--- config.mk ---
export PLATFORM = sky130hd
export DESIGN_NAME = fcr_top
export DESIGN_NICKNAME = d
export VERILOG_FILES = /design/src/pkg/fcr_pkg.sv /design/src/pkg/fcr_if.sv /design/src/verilog/fcr_top.sv /design/src/verilog/fcr_fault_latch.sv /design/src/verilog/fcr_error_out.sv
export SDC_FILE = /design/constraint.sdc
export NUM_CORES = 1
export LEC_CHECK = 0
export BUFFER_PORTS_ARGS = -buffer_cell sky130_fd_sc_hd__clkbuf_2
export CAP_MARGIN = 0
export CELL_PAD_IN_SITES_DETAIL_PLACEMENT = 1
export CELL_PAD_IN_SITES_GLOBAL_PLACEMENT = 2
export CORE_ASPECT_RATIO = 1.25
export CORE_MARGIN = 3
export CORE_UTILIZATION = 40
export DETAILED_ROUTE_END_ITERATION = 6
export GPL_TIMING_DRIVEN = 0
export MAX_ROUTING_LAYER = met4
export PLACE_DENSITY_LB_ADDON = 0.1
export SLEW_MARGIN = 20
export SYNTH_ARGS = -nofsm -noshare
export SYNTH_HDL_FRONTEND = slang
export SYNTH_SLANG_ARGS = --single-unit
--- constraint.sdc ---
create_clock -name clk -period 11.95 [get_ports clk]
set_input_delay 1.195 -clock clk [delete_from_list [all_inputs] [get_ports clk]]
set_output_delay 1.195 -clock clk [all_outputs]
set_load 0.03 [all_outputs]
--- src/pkg/fcr_pkg.sv ---
// Shared constants and types of the fault collection and reaction unit.
// Assumes a 40 MHz system clock and a byte-addressed APB register window.
package fcr_pkg;

    localparam int NSRC_DEF = 8;
    localparam int TOUT_W   = 16;
    localparam int ADDR_W   = 8;

    localparam logic [7:0] ADDR_CTRL    = 8'h00;
    localparam logic [7:0] ADDR_STATE   = 8'h04;
    localparam logic [7:0] ADDR_ENABLE  = 8'h08;
    localparam logic [7:0] ADDR_REACT   = 8'h0c;
    localparam logic [7:0] ADDR_CRIT    = 8'h10;
    localparam logic [7:0] ADDR_SAFECFG = 8'h14;
    localparam logic [7:0] ADDR_FSTAT   = 8'h18;
    localparam logic [7:0] ADDR_IMASK   = 8'h1c;
    localparam logic [7:0] ADDR_ISTAT   = 8'h20;
    localparam logic [7:0] ADDR_TOUT    = 8'h24;

    localparam int CTRL_CFG_BIT    = 0;
    localparam int SAFE_FLOAT_BIT  = 0;

    localparam logic [31:0]       ENABLE_RST = 32'h0000_0000;
    localparam logic [31:0]       REACT_RST  = 32'h0000_0000;
    localparam logic [31:0]       CRIT_RST   = 32'h0000_0000;
    localparam logic [31:0]       IMASK_RST  = 32'h0000_0000;
    localparam logic [TOUT_W-1:0] TOUT_RST   = 16'h0000;

    localparam int CLK_PERIOD_NS = 25;
    localparam int HEARTBEAT_NS  = 1000;
    localparam int HEARTBEAT_CYC = (HEARTBEAT_NS + CLK_PERIOD_NS - 1) / CLK_PERIOD_NS;

    typedef enum logic [1:0] {
        REACT_NONE  = 2'h0,
        REACT_IRQ   = 2'h1,
        REACT_RESET = 2'h2
    } fcr_react_t;

    typedef enum logic [3:0] {
        ST_NORMAL = 4'h1,
        ST_CONFIG = 4'h2,
        ST_FAULT  = 4'h4,
        ST_SAFE   = 4'h8
    } fcr_state_t;

endpackage

--- src/pkg/fcr_if.sv ---
// Link between the fault status latch and the reaction core.
// Assumes both ends run on the same clock.
`timescale 1ns/1ps
`default_nettype none
interface fcr_if #(parameter int N = 8);
    logic [N-1:0] status;
    logic [N-1:0] newFault;
    logic [N-1:0] clearMask;
    modport latch (input clearMask, output status, output newFault);
    modport core  (output clearMask, input status, input newFault);
endinterface
`default_nettype wire

--- src/verilog/fcr_top.sv ---
// Fault collection and reaction unit with its APB register file.
// Assumes fault inputs and APB are synchronous to clk at 40 MHz.
//
// Functional notes
// - All safety-measure fault indications are collected in this one unit.
// - Each source has its own reaction setting and only that one is applied.
// - The internal reaction is none, an interrupt, or a functional reset request.
// - A recognised critical fault moves the unit to its safe state without software.
// - Collection and reaction run alone; software is involved only for interrupts.
// - Critical failures are shown on the two error output signals.
// - Both error output signals float while reset is held.
// - External reporting is always on and no setting can disable it.
// - Enable, reaction, critical, safe and timeout settings take writes only in config.
// - With the float setting at 1, entering safe state raises safeOutputsFloat; the error pair stays driven.
// - Non-critical fault status stays until cleared, which returns fault to normal.
// - The pair uses bistable signalling that the monitor decodes.
//
// Decided for this implementation: the register offsets and the APB slave port.
`timescale 1ns/1ps
`default_nettype none
module fcr_top #(
    parameter int NSRC     = fcr_pkg::NSRC_DEF,
    parameter int HALF_CYC = fcr_pkg::HEARTBEAT_CYC
) (
    input  wire logic                      clk,
    input  wire logic                      rst,
    input  wire logic                      ce,
    input  wire logic                      psel,
    input  wire logic                      penable,
    input  wire logic                      pwrite,
    input  wire logic [fcr_pkg::ADDR_W-1:0] paddr,
    input  wire logic [31:0]               pwdata,
    output logic      [31:0]               prdata,
    output logic                           pready,
    output logic                           pslverr,
    input  wire logic [NSRC-1:0]           faultIn,
    output logic                           irq,
    output logic                           funcResetReq,
    output logic                           safeState,
    output logic                           safeOutputsFloat,
    output logic      [1:0]                errorOutSignal,
    output logic      [1:0]                errorOutSignalOe
);
    import fcr_pkg::*;

    ////////////////////////////////////////////////////////////////////////////
    // Declarations and helpers.

    fcr_state_t        stateReg;
    fcr_state_t        stateNext;
    logic [NSRC-1:0]   enableReg;
    logic [2*NSRC-1:0] reactReg;
    logic [NSRC-1:0]   critReg;
    logic              floatReg;
    logic [NSRC-1:0]   imaskReg;
    logic [NSRC-1:0]   irqStatReg;
    logic [TOUT_W-1:0] toutReg;
    logic [TOUT_W-1:0] toutCntReg;
    logic [31:0]       prdataReg;
    logic              loadedReg;
    logic              resetReqReg;
    logic              safeReg;
    logic              safeFloatReg;
    logic [31:0]       rdData;
    logic [NSRC-1:0]   irqSet;
    logic              rstHit;
    logic              accessPh;
    logic              done;
    logic              wrOk;
    logic              refused;
    logic              critHit;
    logic              ncFault;
    logic              cfgReq;
    logic              cfgExit;
    logic              toutHit;

    fcr_if #(.N(NSRC)) lk ();

    function automatic fcr_react_t reactOf(input logic [2*NSRC-1:0] r, input int i);
        return fcr_react_t'(r[2*i +: 2]);
    endfunction

    function automatic logic isMapped(input logic [ADDR_W-1:0] a);
        return a == ADDR_CTRL || a == ADDR_STATE || a == ADDR_ENABLE || a == ADDR_REACT
            || a == ADDR_CRIT || a == ADDR_SAFECFG || a == ADDR_FSTAT
            || a == ADDR_IMASK || a == ADDR_ISTAT || a == ADDR_TOUT;
    endfunction

    function automatic logic isCfgReg(input logic [ADDR_W-1:0] a);
        return a == ADDR_ENABLE || a == ADDR_REACT || a == ADDR_CRIT
            || a == ADDR_SAFECFG || a == ADDR_TOUT;
    endfunction

    ////////////////////////////////////////////////////////////////////////////
    // APB slave: read data is captured in the setup cycle, answer in the next.

    assign accessPh = psel & penable;
    assign pready   = accessPh & ce & loadedReg;
    assign done     = pready;
    assign refused  = pwrite & isCfgReg(paddr) & (stateReg != ST_CONFIG);
    assign pslverr  = pready & (~isMapped(paddr) | refused);
    assign wrOk     = done & pwrite & isMapped(paddr) & ~refused;
    assign prdata   = prdataReg;

    always_comb begin
        rdData = 32'h0000_0000;
        case (paddr)
            ADDR_CTRL:    rdData = {31'h0, stateReg == ST_CONFIG};
            ADDR_STATE:   rdData = 32'(stateReg);
            ADDR_ENABLE:  rdData = 32'(enableReg);
            ADDR_REACT:   rdData = 32'(reactReg);
            ADDR_CRIT:    rdData = 32'(critReg);
            ADDR_SAFECFG: rdData = 32'(floatReg);
            ADDR_FSTAT:   rdData = 32'(lk.status);
            ADDR_IMASK:   rdData = 32'(imaskReg);
            ADDR_ISTAT:   rdData = 32'(irqStatReg);
            ADDR_TOUT:    rdData = 32'(toutReg);
            default:      rdData = 32'h0000_0000;
        endcase
    end

    // Read data is captured in the setup cycle so that the access cycle can
    // answer at once; the capture also arms the one-cycle ready.
    always_ff @(posedge clk or posedge rst) begin
        if (rst) begin
            prdataReg <= 32'h0000_0000;
            loadedReg <= 1'b0;
        end else if (ce) begin
            if (psel && !loadedReg) begin
                prdataReg <= rdData;
            end
            loadedReg <= psel & ~done;
        end
    end

    ////////////////////////////////////////////////////////////////////////////
    // Configuration registers, writable only in the config state; the interrupt mask is writable in any state.

    always_ff @(posedge clk or posedge rst) begin
        if (rst) begin
            enableReg <= ENABLE_RST[NSRC-1:0];
            reactReg  <= REACT_RST[2*NSRC-1:0];
            critReg   <= CRIT_RST[NSRC-1:0];
            floatReg  <= 1'b0;
            toutReg   <= TOUT_RST;
        end else if (ce && wrOk) begin
            case (paddr)
                ADDR_ENABLE:  enableReg <= pwdata[NSRC-1:0];
                ADDR_REACT:   reactReg  <= pwdata[2*NSRC-1:0];
                ADDR_CRIT:    critReg   <= pwdata[NSRC-1:0];
                ADDR_SAFECFG: floatReg  <= pwdata[SAFE_FLOAT_BIT];
                ADDR_TOUT:    toutReg   <= pwdata[TOUT_W-1:0];
                default:      ;
            endcase
        end
    end

    always_ff @(posedge clk or posedge rst) begin
        if (rst) begin
            imaskReg <= IMASK_RST[NSRC-1:0];
        end else if (ce && wrOk && paddr == ADDR_IMASK) begin
            imaskReg <= pwdata[NSRC-1:0];
        end
    end

    // Writing ones to the fault status clears those bits.
    assign lk.clearMask = (wrOk && paddr == ADDR_FSTAT) ? pwdata[NSRC-1:0] : '0;

    fcr_fault_latch #(.N(NSRC)) uLatch (
        .clk     (clk),
        .rst     (rst),
        .ce      (ce),
        .faultIn (faultIn),
        .lk      (lk)
    );

    ////////////////////////////////////////////////////////////////////////////
    // Per-source reactions on the first cycle of each fault.

    always_comb begin
        irqSet = '0;
        rstHit = 1'b0;
        for (int i = 0; i < NSRC; i++) begin
            if (lk.newFault[i] && enableReg[i]) begin
                if (reactOf(reactReg, i) == REACT_IRQ) begin
                    irqSet[i] = 1'b1;
                end
                if (reactOf(reactReg, i) == REACT_RESET) begin
                    rstHit = 1'b1;
                end
            end
        end
    end

    always_ff @(posedge clk or posedge rst) begin
        if (rst) begin
            irqStatReg <= '0;
        end else if (ce) begin
            irqStatReg <= (irqStatReg & ~((wrOk && paddr == ADDR_ISTAT)
                          ? pwdata[NSRC-1:0] : '0)) | irqSet;
        end
    end

    assign irq = |(irqStatReg & imaskReg);

    always_ff @(posedge clk or posedge rst) begin
        if (rst) begin
            resetReqReg <= 1'b0;
        end else if (ce) begin
            resetReqReg <= rstHit;
        end
    end

    assign funcResetReq = resetReqReg;

    ////////////////////////////////////////////////////////////////////////////
    // State machine.

    // Critical sources ignore the enable so external reporting cannot be lost.
    assign critHit = |(lk.status & critReg);
    assign ncFault = |(lk.status & ~critReg & enableReg);
    assign cfgReq  = wrOk && paddr == ADDR_CTRL && pwdata[CTRL_CFG_BIT];
    assign cfgExit = wrOk && paddr == ADDR_CTRL && !pwdata[CTRL_CFG_BIT];
    assign toutHit = toutReg != '0 && toutCntReg == toutReg;

    always_comb begin
        stateNext = stateReg;
        case (stateReg)
            ST_NORMAL: begin
                if (critHit) begin
                    stateNext = ST_SAFE;
                end else if (ncFault) begin
                    stateNext = ST_FAULT;
                end else if (cfgReq) begin
                    stateNext = ST_CONFIG;
                end
            end
            ST_CONFIG: begin
                if (critHit) begin
                    stateNext = ST_SAFE;
                end else if (cfgExit || toutHit) begin
                    stateNext = ncFault ? ST_FAULT : ST_NORMAL;
                end
            end
            ST_FAULT: begin
                if (critHit) begin
                    stateNext = ST_SAFE;
                end else if (!ncFault) begin
                    stateNext = ST_NORMAL;
                end
            end
            ST_SAFE: stateNext = ST_SAFE;
            default: stateNext = ST_NORMAL;
        endcase
    end

    always_ff @(posedge clk or posedge rst) begin
        if (rst) begin
            stateReg <= ST_NORMAL;
        end else if (ce) begin
            stateReg <= stateNext;
        end
    end

    always_ff @(posedge clk or posedge rst) begin
        if (rst) begin
            toutCntReg <= '0;
        end else if (ce) begin
            toutCntReg <= (stateReg == ST_CONFIG && !toutHit)
                          ? toutCntReg + 1'b1 : '0;
        end
    end

    // The safe flag follows the next state so the error pair drops one cycle
    // sooner; nothing but reset clears it.
    always_ff @(posedge clk or posedge rst) begin
        if (rst) begin
            safeReg      <= 1'b0;
            safeFloatReg <= 1'b0;
        end else if (ce) begin
            safeReg      <= stateNext == ST_SAFE;
            safeFloatReg <= stateNext == ST_SAFE && floatReg;
        end
    end

    assign safeState        = safeReg;
    assign safeOutputsFloat = safeFloatReg;

    fcr_error_out #(.HALF_CYC(HALF_CYC)) uErrOut (
        .clk                  (clk),
        .rst                  (rst),
        .ce                   (ce),
        .failureIndicationOut (safeReg),
        .errorOutSignal       (errorOutSignal),
        .errorOutSignalOe     (errorOutSignalOe)
    );
endmodule
`default_nettype wire

--- src/verilog/fcr_fault_latch.sv ---
// Sticky per-source fault status with a one-cycle new-fault pulse.
// Assumes fault inputs are synchronous to clk.
`timescale 1ns/1ps
`default_nettype none
module fcr_fault_latch #(
    parameter int N = 8
) (
    input  wire logic         clk,
    input  wire logic         rst,
    input  wire logic         ce,
    input  wire logic [N-1:0] faultIn,
    fcr_if.latch              lk
);
    logic [N-1:0] statusReg;
    logic [N-1:0] newReg;

    // A fault arriving with its clear keeps the bit set.
    always_ff @(posedge clk or posedge rst) begin
        if (rst) begin
            statusReg <= '0;
        end else if (ce) begin
            statusReg <= (statusReg & ~lk.clearMask) | faultIn;
        end
    end

    always_ff @(posedge clk or posedge rst) begin
        if (rst) begin
            newReg <= '0;
        end else if (ce) begin
            newReg <= faultIn & ~statusReg;
        end
    end

    assign lk.status   = statusReg;
    assign lk.newFault = newReg;
endmodule
`default_nettype wire

--- src/verilog/fcr_error_out.sv ---
// Two-wire bistable failure signalling toward the external monitor.
// Assumes the pins float while the output enable is low.
`timescale 1ns/1ps
`default_nettype none
module fcr_error_out
    import fcr_pkg::*;
#(
    parameter int HALF_CYC = HEARTBEAT_CYC
) (
    input  wire logic       clk,
    input  wire logic       rst,
    input  wire logic       ce,
    input  wire logic       failureIndicationOut,
    output logic      [1:0] errorOutSignal,
    output logic      [1:0] errorOutSignalOe
);
    logic [15:0] cntReg;
    logic        phaseReg;
    logic [1:0]  outReg;
    logic [1:0]  oeReg;

    always_ff @(posedge clk or posedge rst) begin
        if (rst) begin
            cntReg   <= '0;
            phaseReg <= 1'b0;
        end else if (ce) begin
            if (cntReg == 16'(HALF_CYC - 1)) begin
                cntReg   <= '0;
                phaseReg <= ~phaseReg;
            end else begin
                cntReg <= cntReg + 16'h0001;
            end
        end
    end

    // Healthy: complementary pair alternating; failure: both held low.
    always_ff @(posedge clk or posedge rst) begin
        if (rst) begin
            outReg <= 2'h0;
        end else if (ce) begin
            outReg <= failureIndicationOut ? 2'h0 : {phaseReg, ~phaseReg};
        end
    end

    // Pins stay floating while reset is held.
    always_ff @(posedge clk or posedge rst) begin
        if (rst) begin
            oeReg <= 2'h0;
        end else if (ce) begin
            oeReg <= 2'h3;
        end
    end

    assign errorOutSignal   = outReg;
    assign errorOutSignalOe = oeReg;
endmodule
`default_nettype wire

Word level (Yosys, flattened, before mapping)
Cells that the tools add are included.

storage, ports and cells
  flip-flop bits (word level) = 157
  word-level logic and storage cells = 178
  bits of input ports = 54
  output and inout bits = 42

operators by class
  eq/ne operators = 33
  add/sub/neg operators = 2
  mux-type cells = 47
  reduce and logical (&&, ||, !) cells = 48
  bitwise gates (word level) = 28

operators with widths
  kind                                                              number
  16-bit one-hot mux with 10 select lines                           1
  8-bit AND                                                         7
  16-bit by 1-bit adder with 16-bit output, second input constant   2
  8-bit by 5-bit == test with 1-bit output, second input constant   4
  1-bit two-way mux                                                 32
  16-bit two-way mux                                                2
  8-bit NOT                                                         4
  4-bit two-way mux                                                 7
  8-bit OR reduction                                                3
  1-bit logical AND                                                 19
  16-bit == test                                                    1
  16-bit by 6-bit == test with 1-bit output, second input constant  1
  2-bit by 1-bit == test with 1-bit output, second input constant   8
  2-bit == test, second input constant                              8
  8-bit by 4-bit == test with 1-bit output, second input constant   2
  8-bit by 6-bit == test with 1-bit output, second input constant   2
  8-bit two-way mux                                                 2
  8-bit bitwise OR                                                  2
  4-bit one-hot mux with 4 select lines                             1
  16-bit nonzero test                                               1
  1-bit logical OR                                                  14
  2-bit AND reduction                                               7
  1-bit AND                                                         10
  4-bit == test, second input constant                              2
  11 further kinds                                                  16

Longest topological paths before layout
  word-level depth = 20
  gate-level depth with buffers = 9
  gate-level depth less buffers = 6

By module
A second synthesis with hierarchy kept.

second synthesis, totals
  cells, all modules = 702
  area, all modules = 7374.6 µm²

by module, submodules not included
  module           cells an instance  area an instance (µm²)  seq. area each (µm²)  instances
  fcr_top          565                5831.8                  2628.8                1
  fcr_error_out    77                 900.9                   500.5                 1
  fcr_fault_latch  60                 641.9                   400.4                 1

Least setup slack after synthesis
No wires, ideal clock.

  path type = input -> output
  start point = input paddr[3] in the netlist's numbering
  end point = output pslverr
  path buffers = 1
  required time = 10755 ps
  setup slack = 8344 ps
  arrival = 2411 ps
  stages = 5
  cell sequence = buf_6 and3b_1 o31a_1 a21oi_1 nor3_1

on the way
  cells in the longest elaborated chain, start to end = 13
  elaborated cells on any way between the ends = 28
  those cells by class = eq/ne: 9; bitwise: 5; reduce/logical: 14

ends and longest elaborated chain
  element                                                                               line            text
  from (decl)                                                                           fcr_top.sv:31   input wire logic [fcr_pkg::ADDR_W-1:0] paddr,
  8-bit by 3-bit == test with 1-bit output / 8-bit logical NOT (equally long branches)  fcr_top.sv:84   return a == ADDR_CTRL || a == ADDR_STATE || a == ADDR_ENABLE || a == ADDR_REACT
  1-bit logical OR (3 in series)                                                        fcr_top.sv:84
  1-bit logical OR (3 in series)                                                        fcr_top.sv:85   || a == ADDR_CRIT || a == ADDR_SAFECFG || a == ADDR_FSTAT
  1-bit logical OR (3 in series)                                                        fcr_top.sv:86   || a == ADDR_IMASK || a == ADDR_ISTAT || a == ADDR_TOUT;
  1-bit NOT                                                                             fcr_top.sv:101  assign pslverr = pready & (~isMapped(paddr) | refused);
  1-bit bitwise OR (*)                                                                  fcr_top.sv:101
  1-bit AND (*)                                                                         fcr_top.sv:101
  to (decl)                                                                             fcr_top.sv:35   output logic pslverr,

Every way passes the cells marked *; elsewhere a longest branch is shown, timed or not.

Final worst setup path
  start point = register stateReg[1]
  end point = output pslverr

on the way
  cells in the longest elaborated chain, start to end = 4

ends and longest elaborated chain
  element                                   line            text
  from (decl)                               fcr_top.sv:49   fcr_state_t stateReg;
  from (signal assigned)                    fcr_top.sv:261  stateReg <= stateNext;
  4-bit by 2-bit != test with 1-bit output  fcr_top.sv:100  assign refused = pwrite & isCfgReg(paddr) & (stateReg != ST_CONFIG);
  1-bit AND                                 fcr_top.sv:100
  1-bit bitwise OR                          fcr_top.sv:101
  1-bit AND                                 fcr_top.sv:101

No other way between the ends.

==> metrics.cfg <==
[final_layout]
layout.cells.most_common = dfrtp_1
area_growth_pct = 17.5
finalNetCount = 816
diodes_inserted = 0
fraction_of_final_layout_cells_with_drive_strength_greater_than_1 = 0.233
final_cell_mix = 140 x dfrtp_1, 61 x clkbuf_2, 54 x nand2_1, 48 x nor2_1, 33 x mux2_2
number_of_filler_instances_in_the_final_layout = 1951

[critical_path]
critical_path.startpoint = stateReg[1]
reg2reg_to = reactReg[7]
critical_path.n_buffers_inverters = 2
setup.worst_path.end_class = output port
rr_worst_depth = 6
endpoint = pslverr
reg2reg_setup_slack_ps = 9090
critical_path_class = flop to output port
cp_max_fo = 8
critical_path.slowest_cell = nor4b_4
worst-endpoint-arrival_ps = 2210
critical_path.top_delay_family = simple AND/OR/NAND/NOR gates
cp_num_cells = 6
maximum_cell_stage_delay_along_the_critical_path_ps = 600
worst-endpoint-required_ps = 10760
crit_path_start_kind = flop
worstPathCellList = clkbuf_1, nor4b_4, nor2b_1, a21oi_1, nor3_1, clkbuf_2
worst_r2r_startpoint = stateReg[1]

[clock_network]
setup_fix_buffers_added_after_clock_tree_synthesis = 0
cts_buffer_depth = 2
cts-root-buf = clkbuf_16
cts.reportedPaths.clkPinSlew_ps = 60
cts_hold_buffers = 0
clk_latency_ps = 420
cts.htree.levels = 4
post_cts_sizing = 0
cts_buffers = 17
tritoncts = done
cts_sinks = 141

[synthesis]
synth_cell_type_count = 73
synth_area_per_cell_um2 = 11.0
synthesis.instances = 664
synthFlopType = dfrtp_1
postSynthRegisterBits = 141
synth_top_area_share = 0.479
post_synthesis_instance_area_mm2 = 0.00732
synth_edf_count = 0
post-synth-top-area-cell = dfrtp_1
synth_area_leaders = dfrtp_1 48%, mux2_2 5.1%, xor2_1 3.5%, mux2_1 3.1%, nand2_1 2.8%
ys_async_rst_share = 1.00
share_of_the_yosys_chip_area_belonging_to_registers = 0.482
synthesis.yosys.warnings = 0

[place]
dp.final_hpwl_um = 16500
globalplace.congestion = 0.875
port_buffers = 61

[outcome]
run_status = finished clean

[die]
rows = 54
io_pins = 96
die_height_um = 157
fp.dieArea_mm2 = 0.0200
core_area_mm2 = 0.0177
dieWidth_um = 127
initial_util = 0.413

[power]
power-per-cell-area_mw_per_mm2 = 134
power.leakage_uw = 0.00406
vdd_drop_max_mv = 0.0893

[detailed_routing]
route.vias.total = 5766
drt_first_iter_violations = 346
drt-vias-per-instance = 5.78
detail_route.wirelength_um = 22400
drt_first_pass_iters = 5
final_antenna_net_count = 0
post-route-drc-count = 0
route.detailed.wl_per_inst_um = 22.5

[global_route]
antenna_found_initial = 0
grt_first_pass_wirelength_um = 35300
grt_remaining_overflow = 0
grt_pass1_vias = 6147
grt.total_usage = 0.237
maximum_number_of_pins_on_one_net_before_global_route_repair = 78

[flow_run]
cap_violations = 0

[worst_hold_path]
class_of_the_worst_hold_path = flop to flop
min-delay-start = prdata[12]

[sta]
rsz0062_at_grt = no
finClkSkew_ps = 9.59
setup_violations = 0
max_freq_mhz = 294
min_period_over_period = 0.285
fin_tns_setup_ps = 0
relSlewSlack = 0.342
finalWorstPathRequiredPeriod_ps = 3410
fin_hold_ws_ps = 478
hold_viol = 0
report.final.slew_viol_count = 0
max_slew.worst_pin.slew_ps = 978

-- cell type report --
cell class,count,area [µm²],area share
inverter,7,33.8,0.00393
buffer,48,282,0.0328
tap,224,280,0.0326
multi-input combinational,483,3540,0.411
sequential,141,3530,0.411
clock inverter,11,141,0.0164
clock buffer,21,460,0.0536
timing repair buffer,62,333,0.0387
-- stage by stage --
step / setup WS (ps) / area (µm²) / power (µW) / util / std cells
floorplan: 6980 / 7370 / 575 / - / 679
global placement: 5310 / 7960 / 605 / 0.450 / 964
detailed placement: 8250 / 7990 / 612 / 0.452 / 965
CTS: 8530 / 8600 / 1160 / 0.486 / 997
global route: 8400 / 8600 / 1190 / 0.486 / 997
finish: 8540 / 8600 / 1150 / 0.486 / 997
-- routing by layer --
metal / vias to the layer above / wire (µm) / GRT usage
met5: - / 0 / -
met4: 0 / 384 / 0.0639
met3: 30 / 909 / 0.0370
met2: 145 / 11100 / 0.391
met1: 2974 / 10000 / 0.306
li1: 2617 / - / -
-- worst register-to-register path, stage by stage (launching register included) --
cell	delay, ps
dfrtp_1	320
clkbuf_1	340
nor4b_4	600
a221oi_4	220
nor4_4	550
buf_4	350
mux2_1	360
-- synth_stat cells (3+ instances only) --
| cell type | n |
|---|---|
| xor2_1 | 29 |
| a22o_1 | 17 |
| a21oi_1 | 13 |
| mux2_4 | 8 |
| a21o_1 | 7 |
| buf_2 | 3 |
| dfrtp_1 | 140 |
| buf_1 | 4 |
| and4_1 | 5 |
| nand4b_1 | 15 |
| buf_6 | 3 |
| nand2_1 | 54 |
| clkbuf_1 | 18 |
| nor2_1 | 48 |
| nor4b_1 | 3 |
| buf_4 | 20 |
| mux2_2 | 33 |
| a221oi_1 | 6 |
| o211ai_1 | 3 |
| o21ai_0 | 26 |
| and3_1 | 14 |
| mux2i_1 | 11 |
| o2bb2ai_1 | 15 |
| nor3_1 | 6 |
| inv_1 | 6 |
| nand4_1 | 13 |
| o22ai_1 | 4 |
| mux2_1 | 20 |
| nor4_4 | 3 |
| a22oi_1 | 21 |
| xnor2_1 | 13 |
| nor4_1 | 12 |
| nand3_1 | 21 |
-- power by group --
group	total, µW	leakage, µW	switching (µW)	internal [µW]
Sequential	509	0.00189	16.5	492
Combinational	94.4	0.00189	62.2	32.1
Clock	546	0.000289	208	338
Total	1150	0.00406	287	862
-- flip-flops by register name, indices dropped and copies added, names as in the netlist --
name / count
irqStatReg: 8
toutReg: 16
uErrOut.errorOutSignalOe: 1
toutCntReg: 16
enableReg: 8
uLatch.lk.newFault: 8
stateReg: 4
uErrOut.errorOutSignal: 2
loadedReg: 1
funcResetReq: 1
uErrOut.cntReg: 16
prdata: 16
critReg: 8
safeState: 1
imaskReg: 8
reactReg: 16
safeOutputsFloat: 1
uErrOut.phaseReg: 1
floatReg: 1
uLatch.lk.status: 8
-- kinds of logic after synthesis --
group | share of synthesized area
buffers and inverters | 0.0421
adders and majority gates | 0.00342
DFF | 0.482
other | 0.000513
xor gates and xnor gates | 0.0503
and+or+nand+nor | 0.173
muxes | 0.113
AOI/OAI and AO/OA | 0.135
-- how the worst min path moves through the flow --
stage                     slack (ps)  depth (start not counted)            endpoint
after global routing             500                          1           prdata[4]
after CTS                        490                          1           prdata[7]
final                            480                          2          prdata[12]
after floorplan                  450                          1  uErrOut.cntReg[15]
after detailed placement         470                          1           prdata[0]
after global placement           460                          1           prdata[7]
Power figures use the tool's default switching activity.
